File: config.mk
export PLATFORM = sky130hd
export DESIGN_NAME = acr_config_bank
export DESIGN_NICKNAME = d
export VERILOG_FILES = /design/src/acr_pkg.sv /design/src/acr_sync.sv /design/src/acr_reset_sync.sv /design/src/acr_config_bank.sv
export SDC_FILE = /design/constraint.sdc
export NUM_CORES = 1
export LEC_CHECK = 0
export BUFFER_PORTS_ARGS = -buffer_cell sky130_fd_sc_hd__buf_4
export CORE_ASPECT_RATIO = 0.75
export CORE_UTILIZATION = 50
export DETAILED_ROUTE_END_ITERATION = 8
export PLACE_DENSITY = 0.67
export SLEW_MARGIN = 10
export SYNTH_ARGS = -nofsm -noshare
export SYNTH_HDL_FRONTEND = slang
export SYNTH_SLANG_ARGS = --single-unit
File: constraint.sdc
create_clock -name clk -period 14.71 [get_ports clk]
set_clock_uncertainty 0.05 [all_clocks]
set_input_delay 1.471 -clock clk [delete_from_list [all_inputs] [get_ports clk]]
set_output_delay 1.471 -clock clk [all_outputs]
set_load 0.01 [all_outputs]
File: src/acr_pkg.sv
package acr_pkg;
   localparam int ADDR_W = 13;
   localparam int NUM_DATA_CH = 4;
   localparam int NUM_CLK_CH = 2;
   localparam int NUM_CH = 6;
   localparam logic [3:0] INSTR_LAST = 4'hF;
   localparam logic [3:0] BYTE_LAST = 4'h7;
   localparam logic [12:0] ADDR_CHAN_SEL = 13'h0005;
   localparam logic [12:0] ADDR_POWER = 13'h0008;
   localparam logic [12:0] ADDR_ENH = 13'h000C;
   localparam logic [12:0] ADDR_OUT_MODE = 13'h0014;
   localparam logic [12:0] ADDR_OUT_ADJ = 13'h0015;
   localparam logic [12:0] ADDR_PHASE = 13'h0016;
   localparam logic [12:0] ADDR_SER_OUT = 13'h0021;
   localparam logic [12:0] ADDR_COMMIT = 13'h00FF;
   localparam logic [12:0] ADDR_OVERRIDE = 13'h0100;
   localparam logic [12:0] ADDR_PIN_IO2 = 13'h0101;
   localparam logic [7:0] RST_CHAN_SEL = 8'h3F;
   localparam logic [7:0] RST_POWER = 8'h00;
   localparam logic [7:0] RST_ENH = 8'h00;
   localparam logic [7:0] RST_OUT_MODE = 8'h01;
   localparam logic [7:0] RST_OUT_ADJ = 8'h00;
   localparam logic [7:0] RST_PHASE = 8'h03;
   localparam logic [7:0] RST_SER_OUT = 8'h30;
   localparam logic [7:0] RST_OVERRIDE = 8'h00;
   localparam logic [7:0] RST_PIN_IO2 = 8'h00;
   localparam int POS_POWERDOWN_PIN_FUNC = 5;
   localparam int POS_CHOP = 2;
   localparam int POS_REDUCED = 6;
   localparam int POS_INVERT = 2;
   localparam int POS_FORMAT = 0;
   localparam int POS_TERM = 4;
   localparam int POS_DRIVE = 0;
   localparam int POS_IN_DELAY = 4;
   localparam int POS_LANE = 4;
   localparam int POS_LSB_FIRST = 7;
   localparam int POS_FRAME_2X = 2;
   localparam int POS_COMMIT = 0;
   localparam int POS_OVR_EN = 6;
   localparam int POS_RES = 4;
   localparam int POS_PULL_OFF = 0;
   localparam logic [2:0] DEFAULT_RATE = 3'h6;
   localparam logic [1:0] RES_14 = 2'h1;
   localparam logic [1:0] RES_12 = 2'h2;
   typedef enum logic [1:0] {
      PM_NORMAL = 2'h0,
      PM_POWERDOWN = 2'h1,
      PM_STANDBY = 2'h2,
      PM_DIGRESET = 2'h3
   } acr_pmode_t;
   typedef enum logic [3:0] {
      SP_IDLE = 4'h1,
      SP_INSTR = 4'h2,
      SP_DATA = 4'h4,
      SP_DONE = 4'h8
   } acr_spi_state_t;
endpackage

File: src/acr_sync.sv
`timescale 1ns/1ps
module acr_sync #(
   parameter int W = 4
) (
   input wire logic clk,
   input wire logic rst_n,
   input wire logic [W-1:0] d,
   output logic [W-1:0] q
);
   logic [W-1:0] meta;

   always_ff @(posedge clk or negedge rst_n) begin
      if (!rst_n) begin
         meta <= '0;
         q <= '0;
      end else begin
         meta <= d;
         q <= meta;
      end
   end
endmodule

File: src/acr_reset_sync.sv
`timescale 1ns/1ps
module acr_reset_sync (
   input wire logic clk,
   input wire logic reset_n,
   output logic rst_n
);
   logic stage;

   // Assert at once, release only after two clean edges
   always_ff @(posedge clk or negedge reset_n) begin
      if (!reset_n) begin
         stage <= 1'b0;
         rst_n <= 1'b0;
      end else begin
         stage <= 1'b1;
         rst_n <= stage;
      end
   end
endmodule

File: src/acr_config_bank.sv
`timescale 1ns/1ps
module acr_config_bank
   import acr_pkg::*;
(
   input wire logic clk,
   input wire logic reset_n,
   input wire logic sclk,
   input wire logic csb,
   input wire logic sdio_in,
   output logic sdio_out,
   output logic sdio_oe,
   input wire logic powerdown_pin,
   output logic datapath_clk_en,
   output logic datapath_reset,
   output logic outputs_enable,
   output logic full_powerdown,
   output logic standby,
   output logic chop_enable,
   output logic [3:0] reduced_range,
   output logic [3:0] lane_invert,
   output logic [3:0] lane_twos_complement,
   output logic [11:0] driver_termination,
   output logic [1:0] clock_double_drive,
   output logic [2:0] input_clock_delay,
   output logic [3:0] data_clock_phase,
   output logic [2:0] lane_mode,
   output logic lsb_first,
   output logic frame_2x,
   output logic [1:0] serial_bits_code,
   output logic res_override_enable,
   output logic [1:0] res_override_code,
   output logic [2:0] rate_override_code,
   output logic sdio_pulldown_en
);
   logic rst_n;
   logic [3:0] pins_s;
   logic sclk_s;
   logic csb_s;
   logic sdio_s;
   logic pd_pin_s;
   logic sclk_d;
   logic sclk_rise;
   logic sclk_fall;
   acr_spi_state_t state;
   logic [3:0] bit_cnt;
   logic [14:0] instr;
   logic [6:0] rx;
   logic [7:0] tx;
   logic [12:0] addr;
   logic [12:0] next_addr;
   logic is_read;
   logic [1:0] count;
   logic [1:0] bytes_done;
   logic wr_en;
   logic [12:0] wr_addr;
   logic [7:0] wr_data;
   logic [7:0] rd_data;
   logic [7:0] chan_sel;
   logic [7:0] power;
   logic [7:0] enh;
   logic [7:0] phase;
   logic [7:0] ser_out;
   logic [7:0] ovr_staged;
   logic [7:0] ovr_active;
   logic [7:0] pin_io2;
   logic [7:0] out_mode [NUM_DATA_CH];
   logic [7:0] out_adj [NUM_CH];
   logic upgrade;
   acr_pmode_t next_mode;
   logic [1:0] next_double;

   function automatic logic [2:0] first_sel(input logic [7:0] sel,
                                            input int n);
      logic [2:0] idx;
      idx = 3'h0;
      for (int i = n - 1; i >= 0; i--) begin
         if (sel[i]) begin
            idx = 3'(i);
         end
      end
      return idx;
   endfunction

   // Only power-on reset reaches the port and the bank
   acr_reset_sync u_rst (
      .clk(clk),
      .reset_n(reset_n),
      .rst_n(rst_n)
   );

   // Port pins are asynchronous to the converter clock
   acr_sync #(.W(4)) u_pins (
      .clk(clk),
      .rst_n(rst_n),
      .d({powerdown_pin, sdio_in, ~csb, sclk}),
      .q(pins_s)
   );

   assign sclk_s = pins_s[0];
   // Carried inverted so the cleared synchroniser reads as idle
   assign csb_s = ~pins_s[1];
   assign sdio_s = pins_s[2];
   assign pd_pin_s = pins_s[3];
   assign sclk_rise = sclk_s & ~sclk_d;
   assign sclk_fall = ~sclk_s & sclk_d;

   always_ff @(posedge clk or negedge rst_n) begin
      if (!rst_n) begin
         sclk_d <= 1'b0;
      end else begin
         sclk_d <= sclk_s;
      end
   end

   // Address of the byte about to be shifted
   always_comb begin
      if (state == SP_INSTR) begin
         next_addr = {instr[11:0], sdio_s};
      end else begin
         next_addr = addr + 13'h0001;
      end
   end

   // Serial frame: 16-bit instruction, then data bytes MSB first
   always_ff @(posedge clk or negedge rst_n) begin
      if (!rst_n) begin
         state <= SP_IDLE;
         bit_cnt <= 4'h0;
         instr <= 15'h0000;
         rx <= 7'h00;
         tx <= 8'h00;
         addr <= 13'h0000;
         is_read <= 1'b0;
         count <= 2'h0;
         bytes_done <= 2'h0;
      end else if (csb_s) begin
         state <= SP_IDLE;
         bit_cnt <= 4'h0;
      end else begin
         case (state)
            SP_IDLE: begin
               state <= SP_INSTR;
               bit_cnt <= 4'h0;
            end
            SP_INSTR: begin
               if (sclk_rise) begin
                  instr <= {instr[13:0], sdio_s};
                  bit_cnt <= bit_cnt + 4'h1;
                  if (bit_cnt == INSTR_LAST) begin
                     state <= SP_DATA;
                     bit_cnt <= 4'h0;
                     addr <= next_addr;
                     is_read <= instr[14];
                     count <= instr[13:12];
                     bytes_done <= 2'h0;
                     tx <= rd_data;
                  end
               end
            end
            SP_DATA: begin
               if (sclk_rise) begin
                  rx <= {rx[5:0], sdio_s};
                  bit_cnt <= bit_cnt + 4'h1;
                  if (bit_cnt == BYTE_LAST) begin
                     bit_cnt <= 4'h0;
                     addr <= next_addr;
                     tx <= rd_data;
                     bytes_done <= bytes_done + 2'h1;
                     // Count 11 streams until chip select rises
                     if (count != 2'h3 && bytes_done == count) begin
                        state <= SP_DONE;
                     end
                  end
               end else if (sclk_fall && is_read) begin
                  tx <= {tx[6:0], 1'b0};
               end
            end
            SP_DONE: begin
               state <= SP_DONE;
            end
            default: begin
               state <= SP_IDLE;
            end
         endcase
      end
   end

   // Read data leaves on falling edges
   always_ff @(posedge clk or negedge rst_n) begin
      if (!rst_n) begin
         sdio_out <= 1'b0;
         sdio_oe <= 1'b0;
      end else if (csb_s) begin
         sdio_oe <= 1'b0;
      end else if (state == SP_DATA && is_read && sclk_fall) begin
         sdio_out <= tx[7];
         sdio_oe <= 1'b1;
      end
   end

   // One write pulse per completed data byte
   always_ff @(posedge clk or negedge rst_n) begin
      if (!rst_n) begin
         wr_en <= 1'b0;
         wr_addr <= 13'h0000;
         wr_data <= 8'h00;
      end else begin
         wr_en <= 1'b0;
         if (!csb_s && state == SP_DATA && sclk_rise && !is_read &&
             bit_cnt == BYTE_LAST) begin
            wr_en <= 1'b1;
            wr_addr <= addr;
            wr_data <= {rx, sdio_s};
         end
      end
   end

   // Readback; per-channel registers show the lowest selected channel
   always_comb begin
      if (next_addr == ADDR_CHAN_SEL) begin
         rd_data = chan_sel;
      end else if (next_addr == ADDR_POWER) begin
         rd_data = power;
      end else if (next_addr == ADDR_ENH) begin
         rd_data = enh;
      end else if (next_addr == ADDR_OUT_MODE) begin
         rd_data = out_mode[2'(first_sel(chan_sel, NUM_DATA_CH))];
      end else if (next_addr == ADDR_OUT_ADJ) begin
         rd_data = out_adj[first_sel(chan_sel, NUM_CH)];
      end else if (next_addr == ADDR_PHASE) begin
         rd_data = phase;
      end else if (next_addr == ADDR_SER_OUT) begin
         rd_data = ser_out;
      end else if (next_addr == ADDR_OVERRIDE) begin
         rd_data = ovr_staged;
      end else if (next_addr == ADDR_PIN_IO2) begin
         rd_data = pin_io2;
      end else begin
         rd_data = 8'h00;
      end
   end

   // Global registers take effect on the write itself
   always_ff @(posedge clk or negedge rst_n) begin
      if (!rst_n) begin
         chan_sel <= RST_CHAN_SEL;
         power <= RST_POWER;
         enh <= RST_ENH;
         phase <= RST_PHASE;
         ser_out <= RST_SER_OUT;
         pin_io2 <= RST_PIN_IO2;
      end else if (wr_en) begin
         if (wr_addr == ADDR_CHAN_SEL) begin
            chan_sel <= wr_data;
         end else if (wr_addr == ADDR_POWER) begin
            power <= wr_data;
         end else if (wr_addr == ADDR_ENH) begin
            enh <= wr_data;
         end else if (wr_addr == ADDR_PHASE) begin
            phase <= wr_data;
         end else if (wr_addr == ADDR_SER_OUT) begin
            ser_out <= wr_data;
         end else if (wr_addr == ADDR_PIN_IO2) begin
            pin_io2 <= wr_data;
         end
      end
   end

   // Override is staged and applied only by the commit bit
   always_ff @(posedge clk or negedge rst_n) begin
      if (!rst_n) begin
         ovr_staged <= RST_OVERRIDE;
         ovr_active <= RST_OVERRIDE;
      end else if (wr_en) begin
         if (wr_addr == ADDR_OVERRIDE) begin
            ovr_staged <= wr_data;
         end else if (wr_addr == ADDR_COMMIT && wr_data[POS_COMMIT]) begin
            ovr_active <= ovr_staged;
         end
      end
   end

   // Per-channel registers follow the channel select bits
   genvar g;
   generate
      for (g = 0; g < NUM_CH; g++) begin : g_ch
         always_ff @(posedge clk or negedge rst_n) begin
            if (!rst_n) begin
               out_adj[g] <= RST_OUT_ADJ;
            end else if (wr_en && wr_addr == ADDR_OUT_ADJ && chan_sel[g]) begin
               out_adj[g] <= wr_data;
            end
         end
         assign driver_termination[2*g +: 2] =
            out_adj[g][POS_TERM +: 2];
      end
      for (g = 0; g < NUM_DATA_CH; g++) begin : g_lane
         always_ff @(posedge clk or negedge rst_n) begin
            if (!rst_n) begin
               out_mode[g] <= RST_OUT_MODE;
            end else if (wr_en && wr_addr == ADDR_OUT_MODE &&
                         chan_sel[g]) begin
               out_mode[g] <= wr_data;
            end
         end
         assign reduced_range[g] = out_mode[g][POS_REDUCED];
         assign lane_invert[g] = out_mode[g][POS_INVERT];
         assign lane_twos_complement[g] = out_mode[g][POS_FORMAT];
      end
   endgenerate

   // Frame clock is channel 4, data clock channel 5
   always_comb begin
      for (int c = 0; c < NUM_CLK_CH; c++) begin
         next_double[c] = out_adj[NUM_DATA_CH + c][POS_DRIVE] &&
            out_adj[NUM_DATA_CH + c][POS_TERM +: 2] == 2'h0;
      end
   end

   always_ff @(posedge clk or negedge rst_n) begin
      if (!rst_n) begin
         clock_double_drive <= 2'h0;
      end else begin
         clock_double_drive <= next_double;
      end
   end

   // Only a rate above the default or a resolution other than RES_14 or RES_12 counts as an upgrade
   assign upgrade = ovr_active[POS_OVR_EN] &&
      (ovr_active[2:0] > DEFAULT_RATE ||
       (ovr_active[POS_RES +: 2] != RES_14 &&
        ovr_active[POS_RES +: 2] != RES_12));

   always_comb begin
      if (upgrade) begin
         next_mode = PM_POWERDOWN;
      end else if (pd_pin_s) begin
         next_mode = power[POS_POWERDOWN_PIN_FUNC] ? PM_POWERDOWN : PM_STANDBY;
      end else begin
         next_mode = acr_pmode_t'(power[1:0]);
      end
   end

   // Mode decode never touches the serial port or the bank
   always_ff @(posedge clk or negedge rst_n) begin
      if (!rst_n) begin
         datapath_clk_en <= 1'b0;
         datapath_reset <= 1'b1;
         outputs_enable <= 1'b0;
         full_powerdown <= 1'b0;
         standby <= 1'b0;
      end else begin
         datapath_clk_en <= next_mode == PM_NORMAL;
         datapath_reset <= next_mode == PM_POWERDOWN ||
            next_mode == PM_DIGRESET;
         outputs_enable <= next_mode == PM_NORMAL;
         full_powerdown <= next_mode == PM_POWERDOWN;
         standby <= next_mode == PM_STANDBY;
      end
   end

   assign chop_enable = enh[POS_CHOP];
   assign input_clock_delay = phase[POS_IN_DELAY +: 3];
   assign data_clock_phase = phase[3:0];
   assign lane_mode = ser_out[POS_LANE +: 3];
   assign lsb_first = ser_out[POS_LSB_FIRST];
   assign frame_2x = ser_out[POS_FRAME_2X];
   assign serial_bits_code = ser_out[1:0];
   assign res_override_enable = ovr_active[POS_OVR_EN];
   assign res_override_code = ovr_active[POS_RES +: 2];
   assign rate_override_code = ovr_active[2:0];

   // Own flop so the pull-down control leaves a register directly
   always_ff @(posedge clk or negedge rst_n) begin
      if (!rst_n) begin
         sdio_pulldown_en <= ~RST_PIN_IO2[POS_PULL_OFF];
      end else if (wr_en && wr_addr == ADDR_PIN_IO2) begin
         sdio_pulldown_en <= ~wr_data[POS_PULL_OFF];
      end
   end
endmodule

---- Word-level counts from Yosys, hierarchy flattened ----
Index checks and enable logic that the tools add are counted.
word-level totals
  input port bits ......................... 6
  register bits ........................... 241
  logic and storage cells ................. 227
operators by class
  mux-type cells .......................... 70
  bitwise logic cells ..................... 14
  reductions and logical operators ........ 49
  equality and inequality tests ........... 45
  order comparisons ....................... 3
  add/sub/neg operators ................... 3
operator list
  operator               number
  $mux 8                 18
  $eq 13x5->1 const B    6
  $mux 13                5
  $eq 13x4->1 const B    4
  $eq 13x9->1 const B    4
  $mux 4                 11
  $mux 3                 11
  $mux 2                 15
  $eq 13x3->1 const B    2
  $eq 13x6->1 const B    2
  $logic_and 1x1->1      26
  $pmux 13 s2            1
  $bmux 8 s3             1
  $ne 3x3->1 const B     7
  $reduce_and 6->1       3
  $bmux 8 s2             1
  $pmux 4 s4             1
  $pmux 8 s2             1
  $reduce_and 3->1       5
  $add 13x1->13 const B  1
  $eq 13x8->1 const B    1
  $ne 2x2->1 const B     6
  $pmux 4 s3             1
  $not 1->1              10
  27 further kinds       41

---- Logic depth before layout (Yosys ltp) ----
Gate-level depths: netlist of run 1.
  word-level depth ........................ 23
  mapped depth ............................ 13

---- Modules after synthesis ----
Synthesis of run 1 repeated with hierarchy kept, for this count alone.
unflattened totals
  cells, all modules ...................... 1002
  area, all modules ....................... 11591.1 um^2
modules (own cells, without submodules)
  module           area each (um^2)  cells each  sequential area each (um^2)  times used
  acr_config_bank  11337.1           991         5776.8                       1
  acr_sync         200.2             8           200.2                        1
  acr_reset_sync   53.8              3           50.0                         1

---- Least setup slack after synthesis of run 1 ----
Ideal clock, no wire load.
  path type ............................... register to register
  start ................................... reg state[3]
  end ..................................... reg tx[1]
  setup slack ............................. 11775 ps
  buffers on the path ..................... 2
  library setup time ...................... 74 ps
  data required time ...................... 14586 ps
  arrival time ............................ 2811 ps
  stages on the path, launching flop included .. 11
  cells stage by stage .................... dfrtp_1 > buf_2 > or4b_4 > buf_6 > mux2_2 > o211a_1 > nand4_2 > nor4_4 > a222oi_1 > o41a_1 > o21ai_2
between the ends
  word-level cells in the longest chain between the ends .. 15
RTL lines
  what                              RTL line                                        text
  from (decl)                       acr_config_bank.sv:44                           acr_spi_state_t state;
  from (signal assigned)            acr_config_bank.sv:127                          state <= SP_IDLE;
  from (signal assigned)            acr_config_bank.sv:137                          state <= SP_IDLE;
  from (signal assigned)            acr_config_bank.sv:142                          state <= SP_INSTR;
  $eq 4x2->1                        acr_config_bank.sv:117, acr_config_bank.sv:140
  $mux 13                           acr_config_bank.sv:117                          if (state == SP_INSTR) begin
  $eq 13x9->1                       acr_config_bank.sv:236                          end else if (next_addr == ADDR_PIN_IO2) begin
  $mux 8                            acr_config_bank.sv:236
  $mux 8                            acr_config_bank.sv:234                          end else if (next_addr == ADDR_OVERRIDE) begin
  $mux 8                            acr_config_bank.sv:232                          end else if (next_addr == ADDR_SER_OUT) begin
  $mux 8                            acr_config_bank.sv:230                          end else if (next_addr == ADDR_PHASE) begin
  $mux 8                            acr_config_bank.sv:228                          end else if (next_addr == ADDR_OUT_ADJ) begin
  $mux 8                            acr_config_bank.sv:226                          end else if (next_addr == ADDR_OUT_MODE) begin
  $mux 8                            acr_config_bank.sv:224                          end else if (next_addr == ADDR_ENH) begin
  $mux 8                            acr_config_bank.sv:222                          end else if (next_addr == ADDR_POWER) begin
  $mux 8                            acr_config_bank.sv:220                          if (next_addr == ADDR_CHAN_SEL) begin
  $mux 8, on equally long branches  acr_config_bank.sv:164, acr_config_bank.sv:149
  $mux 8, on equally long branches  acr_config_bank.sv:161, acr_config_bank.sv:146
  $pmux 8 s2                        acr_config_bank.sv:140                          case (state)
  to (signal assigned)              acr_config_bank.sv:156                          tx <= rd_data;
  to (signal assigned)              acr_config_bank.sv:167                          tx <= rd_data;
  to (signal assigned)              acr_config_bank.sv:175                          tx <= {tx[6:0], 1'b0};
  to (decl)                         acr_config_bank.sv:48                           logic [7:0] tx;
Parallel ways exist; a longest one is shown, timed or not. The select of a mux whose other input is x is not followed.
A chain may end at the register's enable or synchronous reset.

---- Worst setup path in the final report of run 1 ----
  start ................................... reg state[2]
  end ..................................... reg tx[1]
Same word-level chain as after synthesis.

==> results of run 1 <==
==> kinds of logic after synthesis <==
family,count (synthesis)
xor gates and xnor gates,10
other,1
DFF,240
adders and majority gates,2
buffers and inverters,110
AOI/OAI and AO/OA,185
and+or+nand+nor,291
muxes,197
==> sequential cells by signal, indices dropped and copies added (netlist names), 6 cells and up <==
register and flops:
driver_termination 12, wr_data 8, rx 7, out_mode 20, instr 15, ovr_staged 8
enh 8, ovr_active 6, wr_addr 13, addr 13, chan_sel 8, pin_io2 8
out_adj 36, ser_out 8, power 8, tx 8, phase 8
==> power groups by stage <==
stage / Combinational (W) / Sequential, W / Clock (W)
floorplan: 0.0000334 / 0.000690 / 0
global placement: 0.0000467 / 0.000688 / 0
detailed placement: 0.0000470 / 0.000689 / 0
CTS: 0.0000471 / 0.000677 / 0.000656
global route: 0.0000519 / 0.000678 / 0.000681
finish: 0.0000465 / 0.000676 / 0.000642
==> critical path, stage by stage, from the launching register on <==
cell      delay, ns
dfrtp_1        0.50
or4b_4         0.68
o211a_2        0.18
a211oi_2       0.39
nand3_2        0.26
nor4_4         0.78
a222oi_1       0.22
o41a_1         0.47
o21ai_2        0.11
==> through the flow <==
step	hold slack, ns	setup slack, ns	area [sq um]
global placement	0.283	11.11	12100
detailed placement	0.285	11.02	12100
floorplan	0.281	7.51	11700
finish	0.296	10.97	12900
CTS	0.299	11.01	12900
global route	0.307	10.74	12900
==> layer usage <==
metal	wire, microns	up-vias
met5	0	-
met2	12100	270
met1	14300	4194
met4	505	0
li1	-	3736
met3	2130	35
==> cell usage in the layout, fill, tap and decap left out, drive strengths merged, types with 8 or more instances in the layout <==
| master | netlist | layout |
|---|---|---|
| a21oi | 31 | 31 |
| a22o | 9 | 9 |
| and3 | 8 | 8 |
| buf | 53 | 68 |
| clkbuf | 40 | 40 |
| dfrtp | 223 | 223 |
| dfstp | 17 | 17 |
| inv | 16 | 17 |
| mux2 | 174 | 174 |
| mux2i | 21 | 21 |
| nand2 | 139 | 139 |
| nand3 | 18 | 18 |
| nand4 | 12 | 12 |
| nor2 | 39 | 39 |
| nor3 | 17 | 17 |
| nor4 | 11 | 11 |
| o211ai | 13 | 13 |
| o21ai | 55 | 55 |
==> final timing paths <==
path / cells after the start / slack (ns) / end
max reg2reg: 8 / 10.97 / tx[1]
max: 8 / 10.97 / tx[1]
min reg2reg: 0 / 0.30 / u_pins.q[0]
min in group asynchronous: 0 / 0.35 / u_pins.q[2]
min: 0 / 0.30 / u_pins.q[0]
max in group asynchronous: 1 / 12.83 / tx[1]
==> layout make-up <==
cell class	count	area share, %
Timing Repair Buffer	68	4.05
Inverter	17	0.494
Sequential cell	240	46.7
Clock inverter	5	0.610
Tap cell	300	2.91
Multi-Input combinational cell	686	39.4
Antenna cell	1	0.0194
Clock buffer	40	5.82
==> flow_summary.toml, run 1 <==
[die]
die_w_microns = 178
initial_core_util_pct = 50.9
io_pins = 61
dieArea_sq_mm = 0.0240
core_area_sq_mm = 0.0229
die_h_microns = 134
rows = 48

[cts]
tritoncts = "done"
h-tree-depth = 1
clockBufferDepth = 3
cts.sinks = 240
path_clk_slew_ns = 0.06
ctsResizeCount = 0
clk_latency_ns = 0.53
cts_setup_buffers = 0
root_buffer = "clkbuf_16"
cts.hold.buffers_added = 0
cts_buffers = 25

[critical_path]
r2r-start = "state[2]"
cp-start-kind = "flip-flop"
endpoint_kind = "flip-flop"
critPathArrivalTime_ns = 4.15
path_class = "flip-flop to flip-flop"
startpoint = "state[2]"
crit_fanout = 21
crit_required_ns = 15.12

[grt]
met2_usage_pct = 34.8
grt_use_total_pct = 25.1
grt_start_max_net_pins = 182
grt_pass1_vias = 7866
grt_pass1_wl_mm = 46.0
use_met1_pct = 39.6
use_met3_pct = 5.58
antenna_found_initial = 2
overflow = 0
grt.busiest_layer = "met1"

[sta]
finalHoldViolCount = 0
setup_viol = 0
fmax_mhz = 267
rsz0062_at_grt = "false"
tightest_slew_ns = 1.16
fin_crit_ns = 3.74
drv_slew = 0
slew_headroom_pct = 22.4
fin_tns_setup_ns = 0
min_period_over_period_pct = 25.4

[power_and_ir_drop]
p_leak_nw = 6.05
p_total_w = 0.00137
combPwrFrac_pct = 3.4
p_clk_share_pct = 47.1
pwr-share-seq_pct = 49.5
power.switching_w = 0.000302
peakVddDrop_v = 0.0000997
p_int_w = 0.00106
cellPowerDensity_mw_per_mm2 = 106
switching_share_pct = 22.1

[synthesis]
synth_top_cell_by_area = "dfrtp_1"
synthAdderAreaFrac_pct = 0.214
synth_top_area_share_pct = 47.8
synth_seq_cells = 240
yosysUniqueCellTypes = 74
syn_avg_cell_area_sq_um = 11.3
synthMuxAreaShare_pct = 19.0
ys_seq_area_share_pct = 51.6
synth_area_leaders = "dfrtp_1, mux2_2, nand2_1, dfstp_2, buf_4"
synth_top_family_by_area = "multiplexers"
synthArstFlopShare_pct = 100
synthFlopType = "dfrtp_1"
yosysMostFrequentCell = "dfrtp_1"
synth_xor_xnor_area_share_pct = 0.750
synth_simple_gate_area_share_pct = 12.3
synthCells = 1036
synth_edf_count = 0
syn_nets = 1044
synth_common_cells = "dfrtp_1, mux2_2, nand2_1, o21ai_0, clkbuf_1"
yosysWarnings = 0
synth_area_sq_mm = 0.0117
synth_compound_area_share_pct = 11.2

[placement]
gp_congestion = 0.892
io_buffers = 60
hpwl_mm = 19.8
dp_cells = 1311

[outcome]
outcome = "finished, final reports clean"

[route]
drtPass1Iterations = 8
drc = 0
dr_total_vias = 8235
ant_nets = 0
wirelength_mm = 29.0
via_per_inst = 6.07
first_iter_violations = 756
wl_per_cell_microns = 21.4

[min_path]
min_from = "u_pins.meta[0]"
hold_class = "flip-flop to flip-flop"

[finish]
postLayoutCoreUtil_pct = 56.3
area_growth_pct = 10.6
n_fill_cell = 1932
final_cells = 1357
seqCellArea_sq_mm = 0.00603
fin_nets = 1046
drive_gt1_share_pct = 30.4
multi_input_area_sq_mm = 0.00509

[flow_run]
maxCapViolations = 0
(Power assumes the default switching activity.)
==> run 2: changes to the inputs <==
--- a/config.mk
+++ b/config.mk
@@ -9,7 +9,7 @@
 export CORE_ASPECT_RATIO = 0.75
 export CORE_UTILIZATION = 50
 export DETAILED_ROUTE_END_ITERATION = 8
-export PLACE_DENSITY = 0.67
+export PLACE_DENSITY = 0.7
 export SLEW_MARGIN = 10
 export SYNTH_ARGS = -nofsm -noshare
 export SYNTH_HDL_FRONTEND = slang
==> constraint.sdc (replaced) <==
create_clock -name clk -period 3.2 [get_ports clk]
set_clock_uncertainty 0.05 [all_clocks]
set_input_delay 0.32 -clock clk [delete_from_list [all_inputs] [get_ports clk]]
set_output_delay 0.32 -clock clk [all_outputs]
set_load 0.01 [all_outputs]
==> run 2 against run 1 <==
Net effect:
- wire length rose by 4.8%
- sequential share of layout area is 1.6 points lower
- first-iteration DRC count increased by 7.3%
- worst hold slack worse by 0.26 ns
- register-to-register slack worse by 11 ns
- sequential power grew to 4.6 times the previous value
- global-route usage is 0.92 points higher
- final area is 3.5% higher
- fmax grew 21%
- count of clock-buffer cells in the layout shrank 5
- non-clock buffer count increased by 53
- critical path depth is 2 higher
- critical path type unchanged
==> flow_summary.toml, run 2 (synthesis gave the netlist of run 1 again) <==
[finish]
largest-register = "out_adj"
area_growth_pct = 14.5
n_fill_cell = 1954
final_cell_mix = "dfrtp_1, mux2_2, nand2_1"
diodes = 0
layout_commonest_cell = "dfrtp_1"
postLayoutCoreUtil_pct = 58.3
reg_top3 = "out_adj: 36 flops, out_mode: 20 flops, instr: 15 flops"
largest_reg_flops = 36
drive_gt1_share_pct = 33.9
fin_nets = 1098
final_cells = 1408

[sta]
finalHoldViolCount = 0
fin_ws_ns = 0.108
drv_slew = 0
fmax_mhz = 323
fin_crit_ns = 3.09
rsz0062_at_grt = "false"
hold_slack_ns = 0.0389
fin_tns_setup_ns = 0
setup_viol = 0
slew_headroom_pct = 39.9
min_period_over_period_pct = 96.6
tightest_slew_ns = 0.902

[cts]
h-tree-depth = 1
cts.sinks = 240
path_clk_slew_ns = 0.07
tritoncts = "done"
root_buffer = "clkbuf_16"
clockBufferDepth = 3
cts_buffers = 24
clk_latency_ns = 0.54

[critical_path]
endpoint_kind = "flip-flop"
max_stage_delay_ns = 0.65
crit_fanout = 13
path_class = "flip-flop to flip-flop"
path_buf_inv = 2
critPathArrivalTime_ns = 3.44
critical_path.top_delay_family = "simple AND/OR/NAND/NOR gates"
crit_path_cell_trace = "or4b_4, o211a_2, a211oi_2, buf_4, and3_1, and4_1, buf_4, a21oi_2, a211oi_1, o31ai_2"
worst_path_max_delay_cell = "or4b_4"
cp-start-kind = "flip-flop"
crit_required_ns = 3.55
cpMostUsedCell = "buf_4"

[die]
rows = 48
io_pins = 61
initial_core_util_pct = 50.9
dieArea_sq_mm = 0.0240
core_area_sq_mm = 0.0229
die_w_microns = 178
die_h_microns = 134

[route]
first_iter_violations = 811
wirelength_mm = 30.4
via_per_inst = 6.04
dr_total_vias = 8500
ant_nets = 0
drtPass1Iterations = 6
wl_per_cell_microns = 21.6
drc = 0

[power_and_ir_drop]
peakVddDrop_v = 0.000362
p_leak_nw = 6.28
cellPowerDensity_mw_per_mm2 = 460

[grt]
antenna_found_initial = 0
overflow = 0
grt_start_max_net_pins = 85
grt_use_total_pct = 26.0
grt_pass1_vias = 8104
grt_pass1_wl_mm = 47.6

[placement]
hpwl_mm = 21.0
dp_cells = 1354
dp_worst_setup_slack_ns = 0.0159
io_buffers = 60
gp_congestion = 0.977

[flow_run]
maxCapViolations = 0

[outcome]
outcome = "finished, final reports clean"

[min_path]
hold_class = "input port to asynchronous set/reset pin"
==> run 2: cell count changes in the layout (fill, tap and decap cells not counted), sizes merged, moves of 5 or more <==
cell / previous run / this run
buf: 68 / 116
clkbuf: 40 / 35
clkinv: 3 / 8
dlygate4sd3: 0 / 5
==> run 2: worst reg2reg max path, delay by kind of cell (launching register included) <==
| family | cells | cell delay (ns) |
|---|---|---|
| AND/OR/NAND/NOR | 3 | 1.16 |
| AO/OA/AOI/OAI | 5 | 0.93 |
| buffers and inverters | 2 | 0.42 |
| flip-flops | 1 | 0.42 |
==> run 2: per-layer routing <==
metal	routed length [microns]	part of all wire, %	GRT usage [%]	vias up
met5	0	0	0	-
met4	445	1.5	4.71	0
met3	2230	7.3	5.50	33
met2	13000	43	37.1	304
met1	14700	48	40.8	4312
li1	-	-	-	3851
==> run 2: power by group <==
part           total [W]  internal [W]  switching [W]
combinational   0.000272     0.0000915       0.000180
sequential       0.00310       0.00306      0.0000360
clock            0.00278       0.00157        0.00122
==> run 2: area by class of cell <==
cell class                 count  area (sq um)  share of cell area [%]
inverter                      17          63.8                   0.477
tap                          300           375                    2.81
sequential                   240          6030                    45.1
clock inverter                 9          87.6                   0.655
timing repair buffer         121           975                    7.29
clock buffer                  35           682                    5.10
multi-input combinational    686          5150                    38.6
==> run 2: final timing paths <==
path                                 from     endpoint  slack [ns]  depth (start not counted)
max                              state[0]        tx[0]        0.11                         10
min                               reset_n  u_rst.rst_n        0.04                          2
max reg2reg                      state[0]        tx[0]        0.11                         10
min reg2reg                   u_rst.rst_n   ser_out[1]        0.19                          0
max in group asynchronous     u_rst.rst_n   bit_cnt[1]        2.08                          1
min in group clk           u_pins.meta[0]  u_pins.q[0]        0.30                          0
==> run 2: per-stage QoR <==
step	instance area, sq um	total power [W]
2_1_floorplan	11700	0.00332
3_3_place_gp	12400	0.00341
3_5_place_dp	12400	0.00341
4_1_cts	13300	0.00618
5_1_grt	13400	0.00634
6_report	13400	0.00615
==> run 2: what timing repair did <==
action,CTS,global route
pin swaps,1,3
hold endpoints to repair,6,0
hold buffers,5,0
gates resized for setup,0,12
setup buffers,3,2
endpoints found under the setup margin,1,8
